**config.mk**
```make
export PLATFORM = sky130hd
export DESIGN_NAME = nsl_node_status
export DESIGN_NICKNAME = d
export VERILOG_FILES = /design/src/nsl_pad_note.sv /design/src/nsl_pkg.sv /design/src/nsl_blink_if.sv /design/src/nsl_sync.sv /design/src/nsl_blink.sv /design/src/nsl_node_status.sv
export SDC_FILE = /design/constraint.sdc
export NUM_CORES = 1
export LEC_CHECK = 0
export BUFFER_PORTS_ARGS = -buffer_cell sky130_fd_sc_hd__buf_2
export CAP_MARGIN = 15
export CORE_MARGIN = 3
export CORE_UTILIZATION = 55
export DETAILED_ROUTE_END_ITERATION = 10
export PLACE_DENSITY = 0.83
export SLEW_MARGIN = 10
export SYNTH_ARGS = -nofsm -noshare
export SYNTH_HDL_FRONTEND = slang
export SYNTH_SLANG_ARGS = --single-unit
```
**constraint.sdc**
```tcl
create_clock -name i_ref_clk -period 3.1 [get_ports i_ref_clk]
set_clock_uncertainty 0.2 [all_clocks]
set_input_delay 0.155 -clock i_ref_clk [delete_from_list [all_inputs] [get_ports i_ref_clk]]
set_output_delay 0.155 -clock i_ref_clk [all_outputs]
set_load 0.05 [all_outputs]
```
**src/nsl_pad_note.sv**
```systemverilog
// Pad-level glue unit, holds no logic at present
`timescale 1ns/1ps
`default_nettype none
`default_nettype wire

```
**src/nsl_pkg.sv**
```systemverilog
// Shared constants and types of the node status lamp and valve test block
package nsl_pkg;
  // Timing
  localparam int unsigned CLK_HZ = 10_000_000;
  localparam int unsigned SLOW_HALF_MS = 1000;
  localparam int unsigned FAST_PERIOD_MS = 250;
  localparam int unsigned TEST_HALF_MS = 1000;
  localparam int unsigned SLOW_HALF_CYCLES = CLK_HZ / 1000 * SLOW_HALF_MS;
  localparam int unsigned FAST_HALF_CYCLES = CLK_HZ / 1000 * FAST_PERIOD_MS / 2;
  localparam int unsigned TEST_HALF_CYCLES = CLK_HZ / 1000 * TEST_HALF_MS;
  localparam logic [2:0] SETTLE_CYCLES = 3'h6;

  // Station numbers
  localparam logic [7:0] STATION_MIN = 8'h01;
  localparam logic [7:0] STATION_MAX = 8'h7D;
  localparam logic [7:0] TEST_STATION = 8'hC7;

  // Widths
  localparam int unsigned NUM_VALVES = 16;
  localparam int unsigned NUM_PINS = 19;
  localparam int unsigned DIAG_W = 6;
  localparam int unsigned EV_W = 6;

  // Register offsets
  localparam logic [7:0] REG_STATUS = 8'h00;
  localparam logic [7:0] REG_EVENT = 8'h04;
  localparam logic [7:0] REG_MASK = 8'h08;
  localparam logic [7:0] REG_CTRL = 8'h0C;

  // Status layout
  localparam int unsigned ST_LAMP_LSB = 0;
  localparam int unsigned ST_BUSY_BIT = 4;
  localparam int unsigned ST_MODE_LSB = 8;

  // Event bit positions
  localparam int unsigned EV_STATION = 0;
  localparam int unsigned EV_BUS = 1;
  localparam int unsigned EV_VLOW = 2;
  localparam int unsigned EV_CHAIN = 3;
  localparam int unsigned EV_TEST = 4;
  localparam int unsigned EV_FAIL = 5;

  // Control layout and reset values
  localparam int unsigned CTRL_VALVE_EN_BIT = 0;
  localparam logic CTRL_VALVE_EN_RST = 1'b0;
  localparam logic [EV_W-1:0] EV_RST = 6'h00;
  localparam logic [EV_W-1:0] MASK_RST = 6'h00;

  typedef enum logic [2:0] {
    MODE_BOOT,
    MODE_NORMAL,
    MODE_ARMED,
    MODE_TEST,
    MODE_FAIL
  } nsl_mode_t;
endpackage

```
**src/nsl_blink_if.sv**
```systemverilog
// Flash timebase carrier between the divider and the lamp logic
`timescale 1ns/1ps
`default_nettype none
interface nsl_blink_if;
  logic tick;
  logic level;
  modport src (output tick, output level);
  modport snk (input tick, input level);
endinterface
`default_nettype wire

```
**src/nsl_sync.sv**
```systemverilog
// Three-stage input synchroniser with agreement filter
`timescale 1ns/1ps
`default_nettype none
module nsl_sync #(
  parameter int unsigned W = 1
) (
  input wire logic i_ref_clk,
  input wire logic i_sys_rst,
  input wire logic [W-1:0] i_async,
  output logic [W-1:0] o_sync
);
  logic [W-1:0] s1_q, s1_d, s2_q, s2_d, s3_q, s3_d, out_q, out_d;

  always_comb begin
    s1_d = i_async;
    s2_d = s1_q;
    s3_d = s2_q;
    // A bit moves only once stages two and three agree
    out_d = (s2_q & s3_q) | (out_q & (s2_q | s3_q));
  end

  always_ff @(posedge i_ref_clk) begin
    if (i_sys_rst) begin
      s1_q <= '0;
      s2_q <= '0;
      s3_q <= '0;
      out_q <= '0;
    end else begin
      s1_q <= s1_d;
      s2_q <= s2_d;
      s3_q <= s3_d;
      out_q <= out_d;
    end
  end

  assign o_sync = out_q;
endmodule
`default_nettype wire

```
**src/nsl_blink.sv**
```systemverilog
// Half-period divider giving a toggle level and a tick on each toggle
`timescale 1ns/1ps
`default_nettype none
module nsl_blink #(
  parameter int unsigned HALF_CYCLES = 2
) (
  input wire logic i_ref_clk,
  input wire logic i_sys_rst,
  input wire logic i_run,
  nsl_blink_if.src o_blink
);
  localparam int unsigned CW = (HALF_CYCLES > 2) ? $clog2(HALF_CYCLES) : 1;
  localparam logic [CW-1:0] LAST = CW'(HALF_CYCLES - 1);

  logic [CW-1:0] cnt_q, cnt_d;
  logic lvl_q, lvl_d, tick_q, tick_d;

  always_comb begin
    cnt_d = cnt_q;
    lvl_d = lvl_q;
    tick_d = 1'b0;
    if (!i_run) begin
      // Stopped divider restarts from a known phase
      cnt_d = '0;
      lvl_d = 1'b0;
    end else if (cnt_q == LAST) begin
      cnt_d = '0;
      lvl_d = !lvl_q;
      tick_d = 1'b1;
    end else begin
      cnt_d = cnt_q + CW'(1);
    end
  end

  always_ff @(posedge i_ref_clk) begin
    if (i_sys_rst) begin
      cnt_q <= '0;
      lvl_q <= 1'b0;
      tick_q <= 1'b0;
    end else begin
      cnt_q <= cnt_d;
      lvl_q <= lvl_d;
      tick_q <= tick_d;
    end
  end

  assign o_blink.tick = tick_q;
  assign o_blink.level = lvl_q;
endmodule
`default_nettype wire

```
**src/nsl_node_status.sv**
```systemverilog
// Node status lamps, valve self-test sequencer and register slave
//
// The implementer's own choices: the register offsets and the strobed register port.
`timescale 1ns/1ps
`default_nettype none
module nsl_node_status #(
  parameter int unsigned FAST_HALF_CYCLES = nsl_pkg::FAST_HALF_CYCLES,
  parameter int unsigned SLOW_HALF_CYCLES = nsl_pkg::SLOW_HALF_CYCLES,
  parameter int unsigned TEST_HALF_CYCLES = nsl_pkg::TEST_HALF_CYCLES
) (
  input wire logic i_ref_clk,
  input wire logic i_sys_rst,
  input wire logic i_logic_supply_ok,
  input wire logic i_valve_v_ok,
  input wire logic i_valve_v_low,
  input wire logic [7:0] i_station_num,
  input wire logic i_dil1_on,
  input wire logic i_bus_dup_addr,
  input wire logic i_bus_link_fail,
  input wire logic i_cfg_mismatch,
  input wire logic i_startup_done,
  input wire logic i_branch_changed,
  input wire logic i_chain_broken,
  input wire logic i_test_fault,
  input wire logic [nsl_pkg::NUM_VALVES-1:0] i_valve_cmd,
  input wire logic [7:0] i_reg_addr,
  input wire logic [31:0] i_reg_wdata,
  input wire logic i_reg_wr,
  input wire logic i_reg_rd,
  output logic [31:0] o_reg_rdata,
  output logic o_lamp_bus_err,
  output logic o_lamp_logic,
  output logic o_lamp_valve,
  output logic o_lamp_branch,
  output logic [nsl_pkg::NUM_VALVES-1:0] o_valve_out,
  output logic o_busy,
  output logic [nsl_pkg::DIAG_W-1:0] o_diag_faults,
  output logic o_irq
);
  localparam int unsigned NV = nsl_pkg::NUM_VALVES;
  localparam int unsigned EW = nsl_pkg::EV_W;

  // Pin synchronisers
  logic [nsl_pkg::NUM_PINS-1:0] pins_s;
  logic logic_ok_s, v_ok_s, v_low_s, dil1_s, dup_s, link_s, cfg_s;
  logic started_s, branch_chg_s, chain_s, tfault_s;
  logic [7:0] station_s;

  nsl_sync #(.W(nsl_pkg::NUM_PINS)) u_sync (
    .i_ref_clk(i_ref_clk),
    .i_sys_rst(i_sys_rst),
    .i_async({i_station_num, i_logic_supply_ok, i_valve_v_ok, i_valve_v_low, i_dil1_on, i_bus_dup_addr,
              i_bus_link_fail, i_cfg_mismatch, i_startup_done, i_branch_changed, i_chain_broken, i_test_fault}),
    .o_sync(pins_s)
  );

  assign {station_s, logic_ok_s, v_ok_s, v_low_s, dil1_s, dup_s, link_s, cfg_s,
          started_s, branch_chg_s, chain_s, tfault_s} = pins_s;

  // Flash timebases
  nsl_blink_if fast_b ();
  nsl_blink_if slow_b ();
  nsl_blink_if test_b ();

  nsl_blink #(.HALF_CYCLES(FAST_HALF_CYCLES)) u_fast (
    .i_ref_clk(i_ref_clk),
    .i_sys_rst(i_sys_rst),
    .i_run(1'b1),
    .o_blink(fast_b)
  );

  nsl_blink #(.HALF_CYCLES(SLOW_HALF_CYCLES)) u_slow (
    .i_ref_clk(i_ref_clk),
    .i_sys_rst(i_sys_rst),
    .i_run(1'b1),
    .o_blink(slow_b)
  );

  nsl_pkg::nsl_mode_t mode_q, mode_d;
  logic [2:0] settle_q, settle_d;

  // Test timebase only runs in test, so the first toggle is a full second after entry
  nsl_blink #(.HALF_CYCLES(TEST_HALF_CYCLES)) u_test (
    .i_ref_clk(i_ref_clk),
    .i_sys_rst(i_sys_rst),
    .i_run(mode_q == nsl_pkg::MODE_TEST),
    .o_blink(test_b)
  );

  // Derived conditions
  logic station_bad, bus_fault, start_phase, start_fault;
  assign station_bad = (station_s < nsl_pkg::STATION_MIN) || (station_s > nsl_pkg::STATION_MAX);
  assign bus_fault = dup_s || link_s || cfg_s;
  assign start_phase = !started_s;
  assign start_fault = tfault_s || !logic_ok_s || !v_ok_s;

  // Self-test sequencer; only reset (power cycle) leaves test or fail
  always_comb begin
    mode_d = mode_q;
    settle_d = settle_q;
    unique case (mode_q)
      nsl_pkg::MODE_BOOT: begin
        // Switch straps are read once the synchronisers have filled
        if (settle_q == nsl_pkg::SETTLE_CYCLES) begin
          if (station_s == nsl_pkg::TEST_STATION && dil1_s) begin
            mode_d = nsl_pkg::MODE_ARMED;
          end else begin
            mode_d = nsl_pkg::MODE_NORMAL;
          end
        end else begin
          settle_d = settle_q + 3'h1;
        end
      end
      nsl_pkg::MODE_ARMED: begin
        if (start_fault) begin
          mode_d = nsl_pkg::MODE_FAIL;
        end else if (!dil1_s) begin
          mode_d = nsl_pkg::MODE_TEST;
        end
      end
      nsl_pkg::MODE_NORMAL: mode_d = nsl_pkg::MODE_NORMAL;
      nsl_pkg::MODE_TEST: mode_d = nsl_pkg::MODE_TEST;
      nsl_pkg::MODE_FAIL: mode_d = nsl_pkg::MODE_FAIL;
    endcase
  end

  always_ff @(posedge i_ref_clk) begin
    if (i_sys_rst) begin
      mode_q <= nsl_pkg::MODE_BOOT;
      settle_q <= 3'h0;
    end else begin
      mode_q <= mode_d;
      settle_q <= settle_d;
    end
  end

  // Lamps, valves and diagnostics
  logic ctrl_en_q;
  logic bus_lamp_q, bus_lamp_d, logic_lamp_q, logic_lamp_d, valve_lamp_q, valve_lamp_d;
  logic branch_lamp_q, branch_lamp_d, busy_q, busy_d;
  logic [NV-1:0] valve_q, valve_d;
  logic [nsl_pkg::DIAG_W-1:0] diag_q, diag_d;

  always_comb begin
    bus_lamp_d = 1'b0;
    unique case (mode_q)
      nsl_pkg::MODE_FAIL: bus_lamp_d = fast_b.level;
      nsl_pkg::MODE_NORMAL: begin
        if (station_bad) begin
          bus_lamp_d = fast_b.level;
        end else if (bus_fault) begin
          bus_lamp_d = slow_b.level;
        end else begin
          bus_lamp_d = 1'b0;
        end
      end
      nsl_pkg::MODE_BOOT, nsl_pkg::MODE_ARMED, nsl_pkg::MODE_TEST: bus_lamp_d = 1'b0;
    endcase
    logic_lamp_d = logic_ok_s;
    valve_lamp_d = v_ok_s ? 1'b1 : (v_low_s & slow_b.level);
    branch_lamp_d = start_phase ? (branch_chg_s & slow_b.level) : chain_s;
    if (mode_q == nsl_pkg::MODE_TEST) begin
      // Interlock enable and controller commands are both bypassed here
      valve_d = {NV{test_b.level}};
    end else begin
      valve_d = i_valve_cmd & {NV{ctrl_en_q}};
    end
    busy_d = start_phase;
    diag_d = start_phase ? '0 : {cfg_s, link_s, dup_s, chain_s, v_low_s, !v_ok_s};
  end

  always_ff @(posedge i_ref_clk) begin
    if (i_sys_rst) begin
      bus_lamp_q <= 1'b0;
      logic_lamp_q <= 1'b0;
      valve_lamp_q <= 1'b0;
      branch_lamp_q <= 1'b0;
      valve_q <= '0;
      busy_q <= 1'b1;
      diag_q <= '0;
    end else begin
      bus_lamp_q <= bus_lamp_d;
      logic_lamp_q <= logic_lamp_d;
      valve_lamp_q <= valve_lamp_d;
      branch_lamp_q <= branch_lamp_d;
      valve_q <= valve_d;
      busy_q <= busy_d;
      diag_q <= diag_d;
    end
  end

  // Events, mask and register slave
  logic [EW-1:0] cond, cond_q, ev_q, ev_d, mask_q, mask_d;
  logic ctrl_en_d;
  logic [31:0] rdata_q, rdata_d;

  assign cond[nsl_pkg::EV_STATION] = (mode_q == nsl_pkg::MODE_NORMAL) && station_bad;
  assign cond[nsl_pkg::EV_BUS] = (mode_q == nsl_pkg::MODE_NORMAL) && bus_fault;
  assign cond[nsl_pkg::EV_VLOW] = v_low_s && !v_ok_s;
  assign cond[nsl_pkg::EV_CHAIN] = !start_phase && chain_s;
  assign cond[nsl_pkg::EV_TEST] = (mode_q == nsl_pkg::MODE_TEST);
  assign cond[nsl_pkg::EV_FAIL] = (mode_q == nsl_pkg::MODE_FAIL);

  always_comb begin
    ev_d = ev_q;
    mask_d = mask_q;
    ctrl_en_d = ctrl_en_q;
    rdata_d = 32'h0000_0000;
    if (i_reg_wr) begin
      unique case (i_reg_addr)
        nsl_pkg::REG_EVENT: ev_d = ev_q & ~i_reg_wdata[EW-1:0];
        nsl_pkg::REG_MASK: mask_d = i_reg_wdata[EW-1:0];
        nsl_pkg::REG_CTRL: ctrl_en_d = i_reg_wdata[nsl_pkg::CTRL_VALVE_EN_BIT];
        default: ;
      endcase
    end
    // A new event outweighs a clear in the same cycle
    ev_d = ev_d | (cond & ~cond_q);
    if (i_reg_rd) begin
      unique case (i_reg_addr)
        nsl_pkg::REG_STATUS: begin
          rdata_d[nsl_pkg::ST_LAMP_LSB +: 4] = {branch_lamp_q, valve_lamp_q, logic_lamp_q, bus_lamp_q};
          rdata_d[nsl_pkg::ST_BUSY_BIT] = busy_q;
          rdata_d[nsl_pkg::ST_MODE_LSB +: 3] = mode_q;
        end
        nsl_pkg::REG_EVENT: rdata_d[EW-1:0] = ev_q;
        nsl_pkg::REG_MASK: rdata_d[EW-1:0] = mask_q;
        nsl_pkg::REG_CTRL: rdata_d[nsl_pkg::CTRL_VALVE_EN_BIT] = ctrl_en_q;
        default: rdata_d = 32'h0000_0000;
      endcase
    end
  end

  always_ff @(posedge i_ref_clk) begin
    if (i_sys_rst) begin
      cond_q <= '0;
      ev_q <= nsl_pkg::EV_RST;
      mask_q <= nsl_pkg::MASK_RST;
      ctrl_en_q <= nsl_pkg::CTRL_VALVE_EN_RST;
      rdata_q <= 32'h0000_0000;
    end else begin
      cond_q <= cond;
      ev_q <= ev_d;
      mask_q <= mask_d;
      ctrl_en_q <= ctrl_en_d;
      rdata_q <= rdata_d;
    end
  end

  assign o_reg_rdata = rdata_q;
  assign o_irq = |(ev_q & mask_q);
  assign o_lamp_bus_err = bus_lamp_q;
  assign o_lamp_logic = logic_lamp_q;
  assign o_lamp_valve = valve_lamp_q;
  assign o_lamp_branch = branch_lamp_q;
  assign o_valve_out = valve_q;
  assign o_busy = busy_q;
  assign o_diag_faults = diag_q;
endmodule
`default_nettype wire

```
==> impl_metrics.json, run 1 <==
{
  "p_leak_nw": 3.633,
  "cts_setup_buffers": 0,
  "arrival_ns": 3.17,
  "core_um2": 13990,
  "finalMaxSlewViolations": 0,
  "async_reset_ff_share_pct": 0,
  "globalplace.congestion": 0.8740,
  "p_total_w": 0.005650,
  "hpwl_um": 9652,
  "crit_buf_inv": 4,
  "ys.flop_type": "dfxtp_1",
  "min_path_cells": 3,
  "seq_area_um2": 4184,
  "worst_pin_slew_ns": 0.7689,
  "synth_edf_count": 0,
  "drv_cap": 0,
  "grt_max_degree": 78,
  "die-area_um2": 15920,
  "utilization_pct": 69.34,
  "ys_seq_elements": 209,
  "dp_cells": 1094,
  "multiInputGateArea_um2": 3443,
  "num_antenna_cells": 0,
  "rr_endpoint": "u_test.cnt_q[20]",
  "internal_power_w": 0.004493,
  "required_ns": 3.32,
  "antenna_left": 0,
  "area_growth_pct": 22.12,
  "grt_first_pass_wirelength_um": 28230,
  "fin_crit_sh_pct": 94.98,
  "worst-setup-path-type": "primary input to register",
  "synth_area_um2": 7943,
  "power_frac_seq_pct": 48.8,
  "antenna_found_initial": 0,
  "rsz0062_at_grt": "no",
  "clock_latency_ns": 0.48,
  "whs_endpoint": "mask_q[2]",
  "cts_root_buf": "clkbuf_16",
  "numCtsBuffers": 21,
  "setup_violations": 0,
  "fill_cells": 987,
  "initial_utilization_pct": 56.78,
  "cts_htree_levels": 1,
  "layout-drive-gt1-share_pct": 14.44,
  "dr.pass1.iters": 5,
  "switching_share_pct": 20.48,
  "hold_start": "i_sys_rst",
  "cts.sinks": 209,
  "critPathMaxFanout": 5,
  "grt-ovfl-total": 0,
  "power.density_nw_per_um2": 582.5,
  "avgSynthCellArea_um2": 9.311,
  "first_global_vias": 6093,
  "ios": 139,
  "wl_um": 16580,
  "clockPowerShare_pct": 46.7,
  "wire_per_inst_um": 14.00,
  "yosys.cell_count.top_type": "dfxtp_1",
  "cp_slowest_cell": "dlygate4sd3_1",
  "synth_largest_area_cell": "dfxtp_1",
  "cp_top_family": "buffers and inverters",
  "clk_pin_slew_worst_paths_ns": 0.06,
  "dieWidth_um": 126.2,
  "drt-vias-per-instance": 5.467,
  "start_kind": "primary input",
  "fp-row-count": 43,
  "r2r_start": "u_test.cnt_q[0]",
  "synth_cells": 853,
  "fin_crit_ns": 2.944,
  "cts_tree": "built",
  "final_nets": 1073,
  "setup_tns_ns": 0,
  "status": "complete, no violations",
  "synth.distinct_cells": 58,
  "cp_cell_sequence": "dlygate4sd3_1 > buf_2 > nor4_1 > dlygate4sd3_1 > nand4_1 > nor4_1 > dlygate4sd3_1",
  "pwr-share-comb_pct": 4.5,
  "end_kind": "register",
  "irDropWorstVdd_v": 0.0004276,
  "synthTopCellsByArea": "dfxtp_1, nor2b_1, xnor2_1",
  "vias": 6473,
  "critPathMostFrequentCell": "dlygate4sd3_1",
  "cts_resized": 0,
  "ys_seq_area_share_pct": 52.68,
  "port_buffers": 89,
  "hp-class": "primary input to register",
  "reg2reg_setup_slack_ns": 0.64,
  "clockBufferDepth": 3,
  "die_h_um": 126.2,
  "drc_errors": 0,
  "hold_violations": 0,
  "drtIter0Drc": 328,
  "final_cells": 1184,
  "yosysTopAreaCellShare_pct": 52.68,
  "yosysWarnings": 0,
  "ff2ff_path_depth": 5,
  "fmax_mhz": 339.6,
  "p_sw_w": 0.001157,
  "grt_util_all_layers_pct": 20.59,
  "synth_commonest_cells": "dfxtp_1, nor2_1, nand2_1",
  "slowest_delay_ns": 0.65,
  "slew_headroom_pct": 48.26
}
[worst max path at each step]
stage	from	endpoint	slack, ns	depth (start not counted)
2_1_floorplan	u_slow.cnt_q[0]	u_slow.cnt_q[18]	0.85	6
3_3_place_gp	u_slow.cnt_q[0]	u_slow.cnt_q[18]	0.68	5
3_5_place_dp	u_test.cnt_q[0]	u_test.cnt_q[20]	0.66	5
4_1_cts	i_reg_addr[6]	o_reg_rdata[8]	0.39	7
5_1_grt	i_reg_addr[6]	o_reg_rdata[8]	0.07	7
6_report	i_reg_addr[6]	o_reg_rdata[8]	0.16	7
[metal layers]
metal	vias up	part of all wire, %	GRT usage (%)
li1	3204	-	-
met1	2976	42	25.85
met2	230	50	35.56
met3	63	5.4	3.265
met4	0	3.5	8.139
met5	-	0	0
[area by class of cell]
cell class | count | area share, %
sequential | 209 | 43.14
multi-input combinational | 585 | 35.50
timing repair buffer | 149 | 10.60
clock buffer | 31 | 6.115
tap | 180 | 2.322
clock inverter | 7 | 1.432
inverter | 23 | 0.8901
[state kept, by name, indices dropped and copies added (netlist names), 9 cells and up]
| name | cells |
|---|---|
| o_reg_rdata | 9 |
| u_sync.s2_q | 19 |
| u_test.cnt_q | 24 |
| u_fast.cnt_q | 21 |
| u_sync.s1_q | 19 |
| u_sync.o_sync | 19 |
| o_valve_out | 16 |
| u_sync.s3_q | 19 |
| u_slow.cnt_q | 24 |
[worst register-to-register path: stages, from the launching register on]
cell	delay, ns
dfxtp_1	0.39
ha_1	0.23
nand4_1	0.29
or4_1	0.71
or3_1	0.34
a211oi_1	0.22
[cell usage in the layout, fill, tap and decap left out, types with 18 or more instances in the layout]
cell / instances
dfxtp_1: 209
buf_2: 88
nor2_1: 69
nand2_1: 68
nor2b_1: 62
a21oi_1: 58
dlygate4sd3_1: 52
xnor2_1: 34
o21ai_0: 34
nand3_1: 28
nor3_1: 27
conb_1: 23
inv_1: 22
clkbuf_16: 21
nand4_1: 18
or4_1: 18
[logic make-up after synthesis]
logic type	after synthesis	share of synthesized area, %
and+or+nand+nor	366	24.95
DFF	209	52.68
AOI/OAI and AO/OA	134	10.00
buffers and inverters	81	5.010
xor gates and xnor gates	44	4.852
muxes	13	1.670
adders and majority gates	5	0.7876
other	1	0.04721
[repair_timing]
action | 4_1_cts | 5_1_grt
hold endpoints to repair | 57 | 0
endpoints found under the setup margin | 0 | 0
hold buffers | 52 | 0
[power by group through the flow]
stage	Combinational [W]	Sequential (W)	Clock, W
3_3_place_gp	0.000199	0.00281	0
2_1_floorplan	0.000172	0.00281	0
3_5_place_dp	0.000201	0.00282	0
5_1_grt	0.000278	0.00276	0.00279
6_report	0.000256	0.00276	0.00264
4_1_cts	0.000248	0.00276	0.00266
[metrics by stage]
step | setup WS, ns | hold slack [ns] | cell area [um^2]
6_report | 0.1556 | 0.02089 | 9699
4_1_cts | 0.3867 | 0.002981 | 9699
5_1_grt | 0.07213 | 0.04797 | 9699
3_5_place_dp | 0.6635 | 0.1666 | 8447
3_3_place_gp | 0.6826 | 0.1629 | 8447
2_1_floorplan | 0.8485 | 0.04393 | 8025
(Power assumes the default switching activity.)
==> run 2: changes to the inputs <==
- CORE_ASPECT_RATIO: not set -> 1.1
- MAX_ROUTING_LAYER: not set -> met4
==> impl_metrics.json, run 2 (synthesis gave the netlist of run 1 again) <==
{
  "rsz0062_at_grt": "no",
  "grtUsageMet3_pct": 4.592,
  "clock_latency_ns": 0.49,
  "clockBufferDepth": 3,
  "p_leak_nw": 3.794,
  "ios": 139,
  "worst-setup-path-type": "primary input to register",
  "fin_crit_sh_pct": 98.33,
  "reg.largest.list": "u_slow.cnt_q x24, u_test.cnt_q x24, u_fast.cnt_q x21",
  "drv_cap": 0,
  "port_buffers": 89,
  "cts_root_buf": "clkbuf_16",
  "drtIter0Drc": 479,
  "status": "complete, no violations",
  "grt_max_degree": 83,
  "critPathMaxFanout": 5,
  "fill_cells": 928,
  "grt_util_met1_pct": 26.50,
  "setup_violations": 0,
  "hp-class": "primary input to register",
  "die-area_um2": 15920,
  "antenna_left": 0,
  "clk_pin_slew_worst_paths_ns": 0.06,
  "layout-drive-gt1-share_pct": 14.47,
  "drc_errors": 0,
  "start_kind": "primary input",
  "irDropWorstVdd_v": 0.0005554,
  "drt-vias-per-instance": 5.480,
  "arrival_ns": 3.22,
  "cts_tree": "built",
  "wl_um": 18540,
  "num_antenna_cells": 0,
  "end_kind": "register",
  "setup_tns_ns": 0,
  "worst_pin_slew_ns": 0.8514,
  "numCtsBuffers": 21,
  "placed_area_um2": 8449,
  "dieWidth_um": 120.6,
  "dr.pass1.iters": 5,
  "antenna_found_initial": 0,
  "finalMaxSlewViolations": 0,
  "cts_resized": 0,
  "grt-ovfl-total": 0,
  "final_nets": 1099,
  "layout.cells.most_common_list": "dfxtp_1, buf_2, dlygate4sd3_1",
  "layout_commonest_cell": "dfxtp_1",
  "cts.sinks": 209,
  "fin_crit_ns": 3.048,
  "required_ns": 3.27,
  "met2_usage_pct": 40.63,
  "globalplace.congestion": 0.8299,
  "cts_htree_levels": 1,
  "first_global_vias": 6555,
  "utilization_pct": 71.18,
  "core_um2": 13960,
  "grt_util_all_layers_pct": 23.86,
  "design_area_um2": 9940,
  "ff2ff_path_depth": 5,
  "power.density_nw_per_um2": 559.2,
  "grt_first_pass_wirelength_um": 31160,
  "multiInputGateArea_um2": 3443,
  "area_growth_pct": 25.14,
  "die_h_um": 132.0,
  "seq_area_um2": 4184,
  "fmax_mhz": 328.1,
  "initial_utilization_pct": 56.88,
  "wire_per_inst_um": 15.22,
  "min_path_cells": 5,
  "hold_violations": 0,
  "fp-row-count": 45,
  "vias": 6675,
  "slew_headroom_pct": 42.72,
  "hpwl_um": 10070,
  "grt.busiest_layer": "met2"
}
==> run 2: cell types whose count changed in the layout (fill, tap and decap cells not counted) <==
| cell | previous run | this run |
|---|---|---|
| dlygate4sd3_1 | 52 | 78 |
| clkbuf_1 | 7 | 3 |
| clkinv_2 | 2 | 5 |
| bufinv_16 | 4 | 2 |
| clkbuf_8 | 3 | 4 |
| clkinv_4 | 0 | 1 |
| clkinvlp_4 | 0 | 1 |
==> run 2: where the power goes <==
part | internal [W] | switching, W
sequential | 0.00273 | 0.0000269
clock | 0.00151 | 0.00103
combinational | 0.000106 | 0.000154
==> run 2: timing repair <==
action                     4_1_cts  5_1_grt
hold buffers                    78        0
setup endpoints to repair        0        1
hold endpoints to repair        65        0
setup buffers                    0        1
==> run 2: final timing paths <==
kind	start	end	slack, ns
setup / recovery	i_reg_addr[7]	ctrl_en_q	0.05
hold / removal	i_reg_addr[3]	o_reg_rdata[4]	0.07
setup reg to reg	u_test.cnt_q[0]	u_test.cnt_q[18]	0.58
hold reg to reg	u_sync.s1_q[0]	u_sync.s2_q[0]	0.23
==> run 2: cell type report <==
| cell class | instances | share of cell area [%] |
|---|---|---|
| Timing Repair Buffer | 175 | 12.97 |
| Multi-Input combinational cell | 585 | 34.64 |
| Tap cell | 188 | 2.367 |
| Sequential cell | 209 | 42.09 |
| Clock inverter | 10 | 1.108 |
| Inverter | 23 | 0.8686 |
| Clock buffer | 28 | 5.954 |
==> run 2: routing by layer <==
metal | vias up | wire [um]
met5 | - | 0
met4 | 0 | 1015
met3 | 100 | 1089
met2 | 258 | 9277
met1 | 3073 | 7153
li1 | 3244 | -
==> run 2: worst max-delay path, stage by stage <==
cell           delay [ns]
dlygate4sd3_1        0.54
buf_2                0.13
nor4_1               0.70
nand4_1              0.25
dlygate4sd3_1        0.65
mux2i_1              0.16
nor2_1               0.06
dlygate4sd3_1        0.57
==> run 2: stage by stage <==
stage	hold slack [ns]	cells	setup WS, ns	power [W]
5_1_grt	0.09763	1218	0.02419	0.005731
6_report	0.06950	1218	0.05171	0.005559
3_5_place_dp	0.1666	1101	0.6438	0.003017
4_1_cts	0.009713	1217	0.3730	0.005571
2_1_floorplan	0.04393	875	0.8485	0.002981
3_3_place_gp	0.1638	1101	0.6853	0.003011
